<file path="config.mk">
export PLATFORM = sky130hd
export DESIGN_NAME = bdm_control
export DESIGN_NICKNAME = d
export VERILOG_FILES = /design/src/common/bdm_pkg.sv /design/src/design/bdm_sample_timer.sv /design/src/design/bdm_control.sv
export SDC_FILE = /design/constraint.sdc
export NUM_CORES = 1
export LEC_CHECK = 0
export BUFFER_PORTS_ARGS = -buffer_cell sky130_fd_sc_hd__buf_2
export CAP_MARGIN = 5
export CORE_UTILIZATION = 40
export DETAILED_ROUTE_END_ITERATION = 8
export PLACE_DENSITY = 0.77
export SYNTH_ARGS = -nofsm -noshare
export SYNTH_HDL_FRONTEND = slang
export SYNTH_SLANG_ARGS = --single-unit
</file>
<file path="constraint.sdc">
create_clock -name sys_clk -period 3.23 [get_ports sys_clk]
set_input_delay 0 -clock sys_clk [delete_from_list [all_inputs] [get_ports sys_clk]]
set_output_delay 0 -clock sys_clk [all_outputs]
set_load 0.02 [all_outputs]
</file>
<file path="src/common/bdm_pkg.sv">
// Constants, encodings and timing for the supply drop detector control block.
// Assumes a 250 MHz system clock and an APB register port with 32-bit data.
package bdm_pkg;

  // ==========================================================================
  // Register indices and byte addresses (byte address is four times the index)
  localparam int           BDM_ADDR_W         = 12;
  localparam logic [7:0]   BDM_IDX_MODE_CTRL  = 8'h00;
  localparam logic [7:0]   BDM_IDX_LEVEL_SEL  = 8'h01;
  localparam logic [7:0]   BDM_IDX_WARN_LEVEL = 8'h08;
  localparam logic [7:0]   BDM_IDX_IRQ_CTRL   = 8'h09;
  localparam logic [7:0]   BDM_IDX_IRQ_FLAG   = 8'h0a;
  localparam logic [7:0]   BDM_IDX_STATUS     = 8'h0b;
  localparam logic [11:0]  BDM_ADDR_MODE_CTRL  = {2'h0, BDM_IDX_MODE_CTRL, 2'h0};
  localparam logic [11:0]  BDM_ADDR_LEVEL_SEL  = {2'h0, BDM_IDX_LEVEL_SEL, 2'h0};
  localparam logic [11:0]  BDM_ADDR_WARN_LEVEL = {2'h0, BDM_IDX_WARN_LEVEL, 2'h0};
  localparam logic [11:0]  BDM_ADDR_IRQ_CTRL   = {2'h0, BDM_IDX_IRQ_CTRL, 2'h0};
  localparam logic [11:0]  BDM_ADDR_IRQ_FLAG   = {2'h0, BDM_IDX_IRQ_FLAG, 2'h0};
  localparam logic [11:0]  BDM_ADDR_STATUS     = {2'h0, BDM_IDX_STATUS, 2'h0};

  // ==========================================================================
  // Field positions
  localparam int BDM_SAMPLE_RATE_BIT = 4;
  localparam int BDM_ACTIVE_LSB      = 2;
  localparam int BDM_SLEEP_LSB       = 0;
  localparam int BDM_TRIGGER_LSB     = 1;
  localparam int BDM_IRQ_EN_BIT      = 0;
  localparam int BDM_FLAG_BIT        = 0;
  localparam int BDM_STATUS_BIT      = 0;

  // ==========================================================================
  // Encodings and reset values
  typedef enum logic [1:0] {
    BDM_MODE_OFF       = 2'h0,
    BDM_MODE_CONT      = 2'h1,
    BDM_MODE_SAMPLED   = 2'h2,
    BDM_MODE_CONT_HOLD = 2'h3
  } bdm_mode_t;

  localparam logic [1:0] BDM_TRIG_BELOW = 2'h0;
  localparam logic [1:0] BDM_TRIG_ABOVE = 2'h1;
  localparam logic [1:0] BDM_TRIG_CROSS = 2'h2;

  localparam logic [1:0] BDM_MARGIN_5PCT  = 2'h0;
  localparam logic [1:0] BDM_MARGIN_15PCT = 2'h1;
  localparam logic [1:0] BDM_MARGIN_25PCT = 2'h2;

  localparam logic [2:0] BDM_THRESHOLD_LOW_CODE  = 3'h2;
  localparam logic [2:0] BDM_THRESHOLD_HIGH_CODE = 3'h7;

  localparam logic [1:0] BDM_MARGIN_RST  = BDM_MARGIN_5PCT;
  localparam logic [1:0] BDM_TRIGGER_RST = BDM_TRIG_BELOW;

  // Power state, Gray coded along run -> sleep -> wake hold
  typedef enum logic [1:0] {
    BDM_ST_RUN   = 2'b00,
    BDM_ST_SLEEP = 2'b01,
    BDM_ST_WAKE  = 2'b11
  } bdm_state_t;

  // ==========================================================================
  // Timing
  localparam int BDM_CLK_PERIOD_NS     = 4;
  localparam int BDM_FAST_PERIOD_US    = 1000;
  localparam int BDM_SLOW_PERIOD_US    = 8000;
  localparam int BDM_FAST_PERIOD_CYC   = BDM_FAST_PERIOD_US * 1000 / BDM_CLK_PERIOD_NS;
  localparam int BDM_SLOW_PERIOD_CYC   = BDM_SLOW_PERIOD_US * 1000 / BDM_CLK_PERIOD_NS;
  localparam logic [2:0] BDM_UNLOCK_WINDOW_CYC = 3'h4;

endpackage : bdm_pkg

</file>
<file path="src/design/bdm_sample_timer.sv">
// Sample strobe generator for sampled detector operation.
// Assumes run and slow are registered levels in the sys_clk domain.
`timescale 1ns/1ns
`default_nettype none
module bdm_sample_timer
  import bdm_pkg::*;
#(
  parameter int FAST_CYCLES = BDM_FAST_PERIOD_CYC,
  parameter int SLOW_CYCLES = BDM_SLOW_PERIOD_CYC
) (
  input  wire logic sys_clk,
  input  wire logic rstn,
  input  wire logic run,
  input  wire logic slow,
  output var  logic tick
);

  localparam int CW = $clog2(SLOW_CYCLES + 1);

  logic [CW-1:0] cnt_reg;
  logic [CW-1:0] cnt_next;
  logic [CW-1:0] reload;
  logic          tick_reg;
  logic          at_zero;

  // ==========================================================================
  // Period select and down counter
  assign reload   = slow ? CW'(SLOW_CYCLES - 1) : CW'(FAST_CYCLES - 1);
  assign at_zero  = (cnt_reg == '0);
  assign cnt_next = !run ? '0 : (at_zero ? reload : cnt_reg - CW'(1));
  assign tick     = tick_reg;

  always_ff @(posedge sys_clk or negedge rstn) begin
    if (!rstn) begin
      cnt_reg  <= '0;
      tick_reg <= 1'b0;
    end else begin
      cnt_reg  <= cnt_next;
      tick_reg <= run & at_zero;
    end
  end
endmodule : bdm_sample_timer
`default_nettype wire

</file>
<file path="src/design/bdm_control.sv">
// Control and status for the supply drop detector and its early warning monitor.
// Assumes fuse values are stable at reset release, all inputs synchronous to sys_clk.
`timescale 1ns/1ns
`default_nettype none
module bdm_control
  import bdm_pkg::*;
#(
  parameter int FAST_CYCLES = BDM_FAST_PERIOD_CYC,
  parameter int SLOW_CYCLES = BDM_SLOW_PERIOD_CYC
) (
  input  wire logic                  sys_clk,
  input  wire logic                  rstn,
  input  wire logic                  psel,
  input  wire logic                  penable,
  input  wire logic                  pwrite,
  input  wire logic [BDM_ADDR_W-1:0] paddr,
  input  wire logic [31:0]           pwdata,
  output var  logic [31:0]           prdata,
  output var  logic                  pready,
  output var  logic                  pslverr,
  input  wire logic                  fuse_sample_rate_select,
  input  wire logic [1:0]            fuse_active_mode,
  input  wire logic [1:0]            fuse_sleep_mode,
  input  wire logic [2:0]            fuse_threshold_code,
  input  wire logic                  config_change_unlock,
  input  wire logic                  sleep_request,
  input  wire logic                  detector_ready,
  input  wire logic                  supply_below_warning,
  output var  logic                  supply_drop_detector_enable,
  output var  logic                  supply_drop_detector_sampled,
  output var  logic                  sample_strobe,
  output var  logic [2:0]            threshold_code,
  output var  logic [1:0]            warning_margin_select,
  output var  logic                  early_warning_monitor_enable,
  output var  logic                  continuous_hold_on_wake,
  output var  logic                  warning_irq
);

  // ==========================================================================
  // Declarations
  logic        fuse_loaded_reg;
  logic        sample_rate_select_reg;
  bdm_mode_t   active_mode_reg;
  logic [1:0]  sleep_mode_reg;
  logic [1:0]  sleep_mode_next;
  logic [2:0]  threshold_code_reg;
  logic [1:0]  warning_margin_select_reg;
  logic [1:0]  warning_trigger_select_reg;
  logic        warning_irq_enable_reg;
  logic        warning_irq_flag_reg;
  logic        warning_irq_flag_next;
  logic        below_warning_status_reg;
  logic        below_warning_status_next;
  logic [2:0]  unlock_cnt_reg;
  logic [2:0]  unlock_cnt_next;
  bdm_state_t  state_reg;
  bdm_state_t  state_next;
  logic        hold_reg;
  logic        det_en_reg;
  logic        det_sampled_reg;
  logic        monitor_en_reg;
  logic        irq_reg;
  logic [31:0] prdata_reg;
  logic        pready_reg;
  logic        pslverr_reg;
  logic        tick;

  // ==========================================================================
  // APB decode
  wire setup      = psel & ~penable;
  wire access     = psel & penable & pready_reg;
  wire wr_access  = access & pwrite;
  wire hit_mode   = (paddr == BDM_ADDR_MODE_CTRL);
  wire hit_level  = (paddr == BDM_ADDR_LEVEL_SEL);
  wire hit_warn   = (paddr == BDM_ADDR_WARN_LEVEL);
  wire hit_ictrl  = (paddr == BDM_ADDR_IRQ_CTRL);
  wire hit_flag   = (paddr == BDM_ADDR_IRQ_FLAG);
  wire hit_status = (paddr == BDM_ADDR_STATUS);
  wire hit_any    = hit_mode | hit_level | hit_warn | hit_ictrl | hit_flag | hit_status;

  wire [7:0] rd_mode   = {3'h0, sample_rate_select_reg, active_mode_reg, sleep_mode_reg};
  wire [7:0] rd_level  = {5'h00, threshold_code_reg};
  wire [7:0] rd_warn   = {6'h00, warning_margin_select_reg};
  wire [7:0] rd_ictrl  = {5'h00, warning_trigger_select_reg, warning_irq_enable_reg};
  wire [7:0] rd_flag   = {7'h00, warning_irq_flag_reg};
  wire [7:0] rd_status = {7'h00, below_warning_status_reg};

  logic [7:0] rd_byte;
  always_comb begin
    if (hit_mode) begin
      rd_byte = rd_mode;
    end else if (hit_level) begin
      rd_byte = rd_level;
    end else if (hit_warn) begin
      rd_byte = rd_warn;
    end else if (hit_ictrl) begin
      rd_byte = rd_ictrl;
    end else if (hit_flag) begin
      rd_byte = rd_flag;
    end else if (hit_status) begin
      rd_byte = rd_status;
    end else begin
      rd_byte = 8'h00;
    end
  end

  wire wr_mode  = wr_access & hit_mode;
  wire wr_warn  = wr_access & hit_warn;
  wire wr_ictrl = wr_access & hit_ictrl;
  wire wr_flag  = wr_access & hit_flag;

  // ==========================================================================
  // Protected sleep field: key opens a short window, one write closes it
  wire unlocked = (unlock_cnt_reg != 3'h0);
  assign unlock_cnt_next = config_change_unlock ? BDM_UNLOCK_WINDOW_CYC :
                           (wr_mode ? 3'h0 : (unlocked ? unlock_cnt_reg - 3'h1 : 3'h0));
  assign sleep_mode_next = (wr_mode && unlocked) ?
                           pwdata[BDM_SLEEP_LSB +: 2] : sleep_mode_reg;

  // ==========================================================================
  // Power state: sleep entry and wake with optional execution hold
  always_comb begin
    state_next = state_reg;
    case (state_reg)
      BDM_ST_RUN: begin
        if (sleep_request) begin
          state_next = BDM_ST_SLEEP;
        end
      end
      BDM_ST_SLEEP: begin
        if (!sleep_request) begin
          state_next = (active_mode_reg == BDM_MODE_CONT_HOLD) ? BDM_ST_WAKE : BDM_ST_RUN;
        end
      end
      BDM_ST_WAKE: begin
        if (sleep_request) begin
          state_next = BDM_ST_SLEEP;
        end else if (detector_ready) begin
          state_next = BDM_ST_RUN;
        end
      end
      default: begin
        state_next = BDM_ST_RUN;
      end
    endcase
  end

  // Sleep field governs while asleep, active field otherwise; reserved sleep code is off
  wire       asleep     = (state_next == BDM_ST_SLEEP);
  wire [1:0] eff_mode   = asleep ? sleep_mode_next : active_mode_reg;
  wire       eff_en     = fuse_loaded_reg && (eff_mode != BDM_MODE_OFF) &&
                          !(asleep && (eff_mode == BDM_MODE_CONT_HOLD));
  wire       eff_sample = eff_en && (eff_mode == BDM_MODE_SAMPLED);

  // ==========================================================================
  // Early warning monitor evaluation and trigger select
  wire eval      = monitor_en_reg && (!det_sampled_reg || tick);
  wire evt_below = eval & supply_below_warning & ~below_warning_status_reg;
  wire evt_above = eval & ~supply_below_warning & below_warning_status_reg;
  wire trig_hit  = ((warning_trigger_select_reg == BDM_TRIG_BELOW) & evt_below) |
                   ((warning_trigger_select_reg == BDM_TRIG_ABOVE) & evt_above) |
                   ((warning_trigger_select_reg == BDM_TRIG_CROSS) & (evt_below | evt_above));

  assign below_warning_status_next = eval ? supply_below_warning : below_warning_status_reg;
  assign warning_irq_flag_next = trig_hit |
         (warning_irq_flag_reg & ~(wr_flag & pwdata[BDM_FLAG_BIT]));

  // ==========================================================================
  // Fuse load after reset release
  always_ff @(posedge sys_clk or negedge rstn) begin
    if (!rstn) begin
      fuse_loaded_reg        <= 1'b0;
      sample_rate_select_reg <= 1'b0;
      active_mode_reg        <= BDM_MODE_OFF;
      threshold_code_reg     <= 3'h0;
    end else if (!fuse_loaded_reg) begin
      fuse_loaded_reg        <= 1'b1;
      sample_rate_select_reg <= fuse_sample_rate_select;
      active_mode_reg        <= bdm_mode_t'(fuse_active_mode);
      threshold_code_reg     <= fuse_threshold_code;
    end
  end

  // ==========================================================================
  // Software registers
  always_ff @(posedge sys_clk or negedge rstn) begin
    if (!rstn) begin
      sleep_mode_reg             <= 2'h0;
      unlock_cnt_reg             <= 3'h0;
      warning_margin_select_reg  <= BDM_MARGIN_RST;
      warning_trigger_select_reg <= BDM_TRIGGER_RST;
      warning_irq_enable_reg     <= 1'b0;
      warning_irq_flag_reg       <= 1'b0;
      below_warning_status_reg   <= 1'b0;
    end else begin
      sleep_mode_reg             <= fuse_loaded_reg ? sleep_mode_next : fuse_sleep_mode;
      unlock_cnt_reg             <= unlock_cnt_next;
      if (wr_warn) begin
        warning_margin_select_reg <= pwdata[1:0];
      end
      if (wr_ictrl) begin
        warning_trigger_select_reg <= pwdata[BDM_TRIGGER_LSB +: 2];
        warning_irq_enable_reg     <= pwdata[BDM_IRQ_EN_BIT];
      end
      warning_irq_flag_reg       <= warning_irq_flag_next;
      below_warning_status_reg   <= below_warning_status_next;
    end
  end

  // ==========================================================================
  // Detector control outputs
  always_ff @(posedge sys_clk or negedge rstn) begin
    if (!rstn) begin
      state_reg       <= BDM_ST_RUN;
      hold_reg        <= 1'b0;
      det_en_reg      <= 1'b0;
      det_sampled_reg <= 1'b0;
      monitor_en_reg  <= 1'b0;
      irq_reg         <= 1'b0;
    end else begin
      state_reg       <= state_next;
      hold_reg        <= (state_next == BDM_ST_WAKE);
      det_en_reg      <= eff_en;
      det_sampled_reg <= eff_sample;
      monitor_en_reg  <= eff_en & warning_irq_enable_reg;
      irq_reg         <= warning_irq_flag_reg & warning_irq_enable_reg;
    end
  end

  // ==========================================================================
  // APB answer: ready in the first access cycle, error on unmapped address
  always_ff @(posedge sys_clk or negedge rstn) begin
    if (!rstn) begin
      prdata_reg  <= 32'h0000_0000;
      pready_reg  <= 1'b0;
      pslverr_reg <= 1'b0;
    end else begin
      pready_reg  <= setup;
      pslverr_reg <= setup & ~hit_any;
      if (setup) begin
        prdata_reg <= {24'h00_0000, rd_byte};
      end
    end
  end

  bdm_sample_timer #(
    .FAST_CYCLES (FAST_CYCLES),
    .SLOW_CYCLES (SLOW_CYCLES)
  ) u_timer (
    .sys_clk (sys_clk),
    .rstn    (rstn),
    .run     (det_sampled_reg),
    .slow    (sample_rate_select_reg),
    .tick    (tick)
  );

  assign prdata                       = prdata_reg;
  assign pready                       = pready_reg;
  assign pslverr                      = pslverr_reg;
  assign supply_drop_detector_enable  = det_en_reg;
  assign supply_drop_detector_sampled = det_sampled_reg;
  assign sample_strobe                = tick;
  assign threshold_code               = threshold_code_reg;
  assign warning_margin_select        = warning_margin_select_reg;
  assign early_warning_monitor_enable = monitor_en_reg;
  assign continuous_hold_on_wake      = hold_reg;
  assign warning_irq                  = irq_reg;
endmodule : bdm_control
`default_nettype wire

</file>
==> out/results.ini <==
[sta]
tightest_slew_ns=1.01
rsz0062_at_grt=no
maxSlewHeadroom=0.329
finalCritPeriodShare=0.729
fmax_mhz=425
layout_min_cycle_time_ns=2.36
setup_viol=0
hold_viol=0
setup_tns_ns=0
slew_violations=0
finClkSkew_ns=0.0112

[clock_network]
clock_latency_ns=0.31
cts_sinks=55
post_cts_buffers=0
cts_resized=0
htreeDepth=2
root_buffer=clkbuf_8
cts_buffers=5
cts_buffer_depth=2
clk_pin_slew_ns=0.10
cts_tree=built

[worst_setup_path]
crit_path_end_kind=register
path_class=reg2reg
crit_top_cell=or4_4
critPathMaxStageDelay_ns=0.59
cp-start-kind=register
worstPathArrival_ns=2.52
cp.required_ns=3.39
crit_chain=or4_4 -> or4_4 -> o41ai_2 -> nor2_1
crit_fanout=7
r2r_slack_ns=0.87
slowest_stage=o41ai_2

[drt]
met3WireLength_um=252
drt-met1-wl_um=2790
num_vias=2372
drc=0
vias_per_cell=5.27
drt_wl_total_um=6250
routedWlPerCell_um=13.9
postRouteAntennaNets=0
drtIter0Drc=164
wl_met2_um=3100
top_layer_used=met4
firstDrtPassIters=4

[grt]
grt_use_total=0.168
grt_max_degree=47
grt_pass1_vias=2175
grt_pass1_wl_um=9960
antenna_found_initial=0
grt_overflow_total=0

[layout]
nFillCells=659
areaGrowthSynthToFinish_pct=15.0
drive_gt1_frac=0.237
multi_input_area_um2=1390
antenna_cells=0
largest_register_ffs=21
final_nets=415
regArea_um2=1380

[synthesis]
synth_top_area_frac=0.466
ys_types=49
ys_top_cells_by_area=dfrtp_1 (47%), buf_4 (6.9%), mux2_2 (5.0%), o31ai_1 (3.0%), nor2_1 (2.9%)
ys_warn_count=0
synthCells=294
synth_edf_count=0
ys_seq_area_frac=0.466
synth_top_area_cell=dfrtp_1
yosys_most_used_dff=dfrtp_1
syn_avg_cell_area_um2=10.0
synthArstFlopShare=1.00
syn-cell-area_um2=2950
ys_ff_latch=55

[die]
rows=30
core-area_um2=6940
dieArea_um2=7730
die_h_um=87.9
start_util=0.425
ios=106
die_w_um=87.9

[min_path]
hold_path_class=in2reg

[power]
power.total_mw=1.76
vdd_drop_max_v=0.000210
p_leak_nw=1.60
power.density_nw_per_um2=519

[placed_design]
dp.final_hpwl_um=4620
port_buffers=49
gp_congestion=0.869

[outcome]
status=finished clean

[job]
drv_cap=0

where the power goes:
group	leakage (nW)	internal, mW	total (mW)	switching, mW
Clock	0.0402	0.151	0.380	0.229
Combinational	0.837	0.231	0.578	0.347
Sequential	0.723	0.744	0.806	0.0619
Total	1.60	1.13	1.76	0.638
timing repair:
action,CTS,global route
hold endpoints to repair,62,0
hold buffers,14,0
setup endpoints to repair,0,0
synthesized netlist by cell type (2+ instances only):
library cell   n
xor2_1         3
nor3_1        10
a21oi_1        8
mux2_2        13
nor2b_1        2
nor4_1         8
conb_1         2
dfrtp_1       55
a21oi_2        3
clkbuf_1       8
a31oi_1        7
a21boi_0       2
or2_2          2
o21ai_0       10
o31ai_1       12
nand3_1        5
or4_1          5
buf_6          2
o41ai_2        2
nand2_1       19
o41ai_1        2
mux2i_1        3
xnor2_1        8
or3_1         10
or4_4          2
nor4b_1        3
buf_4         27
nand4b_1       2
nor2_1        23
nand2b_1       7
inv_1          7
nand4_1        5
layer usage:
layer | GRT usage | up-vias
met5 | 0 | -
met4 | 0.0730 | 0
met3 | 0.0264 | 8
met2 | 0.267 | 85
met1 | 0.227 | 1157
li1 | - | 1122
through the flow:
step | hold slack (ns) | cell area [um^2] | setup WS (ns) | util | cells
6_report | 0.0146 | 3400 | 0.875 | 0.489 | 450
5_1_grt | 0.00156 | 3400 | 0.710 | 0.489 | 450
4_1_cts | 0.00312 | 3400 | 0.875 | 0.489 | 450
3_5_place_dp | 0.201 | 3170 | 0.903 | 0.456 | 428
3_3_place_gp | 0.192 | 3170 | 0.922 | 0.456 | 428
2_1_floorplan | -0.296 | 3050 | 1.10 | - | 320
placed cells by master, fill, tap and decap left out, types with 2 or more instances in the layout:
cell,instances
nor3_1,10
a21boi_0,2
o41ai_2,2
nor4b_1,3
nand3_1,5
or2_2,2
or4_1,5
buf_2,49
nand4b_1,2
o21ai_0,10
or3_1,10
nand4_1,5
mux2i_1,3
dfrtp_1,55
nand2b_1,7
o31ai_1,12
a21oi_1,8
or4_4,2
a31oi_1,7
a21oi_2,3
mux2_2,13
nor2_1,23
clkbuf_8,5
xor2_1,3
nand2_1,19
conb_1,28
buf_4,2
clkinvlp_4,2
xnor2_1,8
inv_1,7
dlygate4sd3_1,14
o41ai_1,2
nor4_1,8
nor2b_1,2
layout make-up:
class | instances | area share
flip-flops and latches | 55 | 0.405
inverters | 7 | 0.00773
multi-input cells | 219 | 0.408
clock inverters | 3 | 0.00589
repair buffers | 65 | 0.118
clock buffers | 5 | 0.0203
well taps | 96 | 0.0354
cells by family (layout without fill, tap and decap cells):
logic type | count (synthesis) | in the layout | synth area share
simple gates | 110 | 110 | 0.206
other cells | 2 | 28 | 0.00254
compound gates | 52 | 52 | 0.123
buf+inv | 46 | 80 | 0.0983
xor+xnor | 11 | 11 | 0.0326
fa+ha+maj | 1 | 1 | 0.00423
mux | 17 | 17 | 0.0673
flops | 55 | 55 | 0.466
final timing paths:
| path | startpoint | end | cells after the start |
|---|---|---|---|
| max | u_timer.cnt_reg[15] | u_timer.cnt_reg[10] | 4 |
| min | detector_ready | state_reg[1] | 4 |
| max reg2reg | u_timer.cnt_reg[15] | u_timer.cnt_reg[10] | 4 |
| min reg2reg | prdata[1] | prdata[1] | 2 |
| max in group asynchronous | rstn | u_timer.cnt_reg[10] | 3 |
| min in group asynchronous | rstn | u_timer.cnt_reg[14] | 2 |
critical path: cells and delay by family (launching register included):
family           cells  cell delay [ns]
AO/OA/AOI/OAI        1             0.59
flip-flops           1             0.43
AND/OR/NAND/NOR      3             1.18
(Power assumes the default switching activity.)
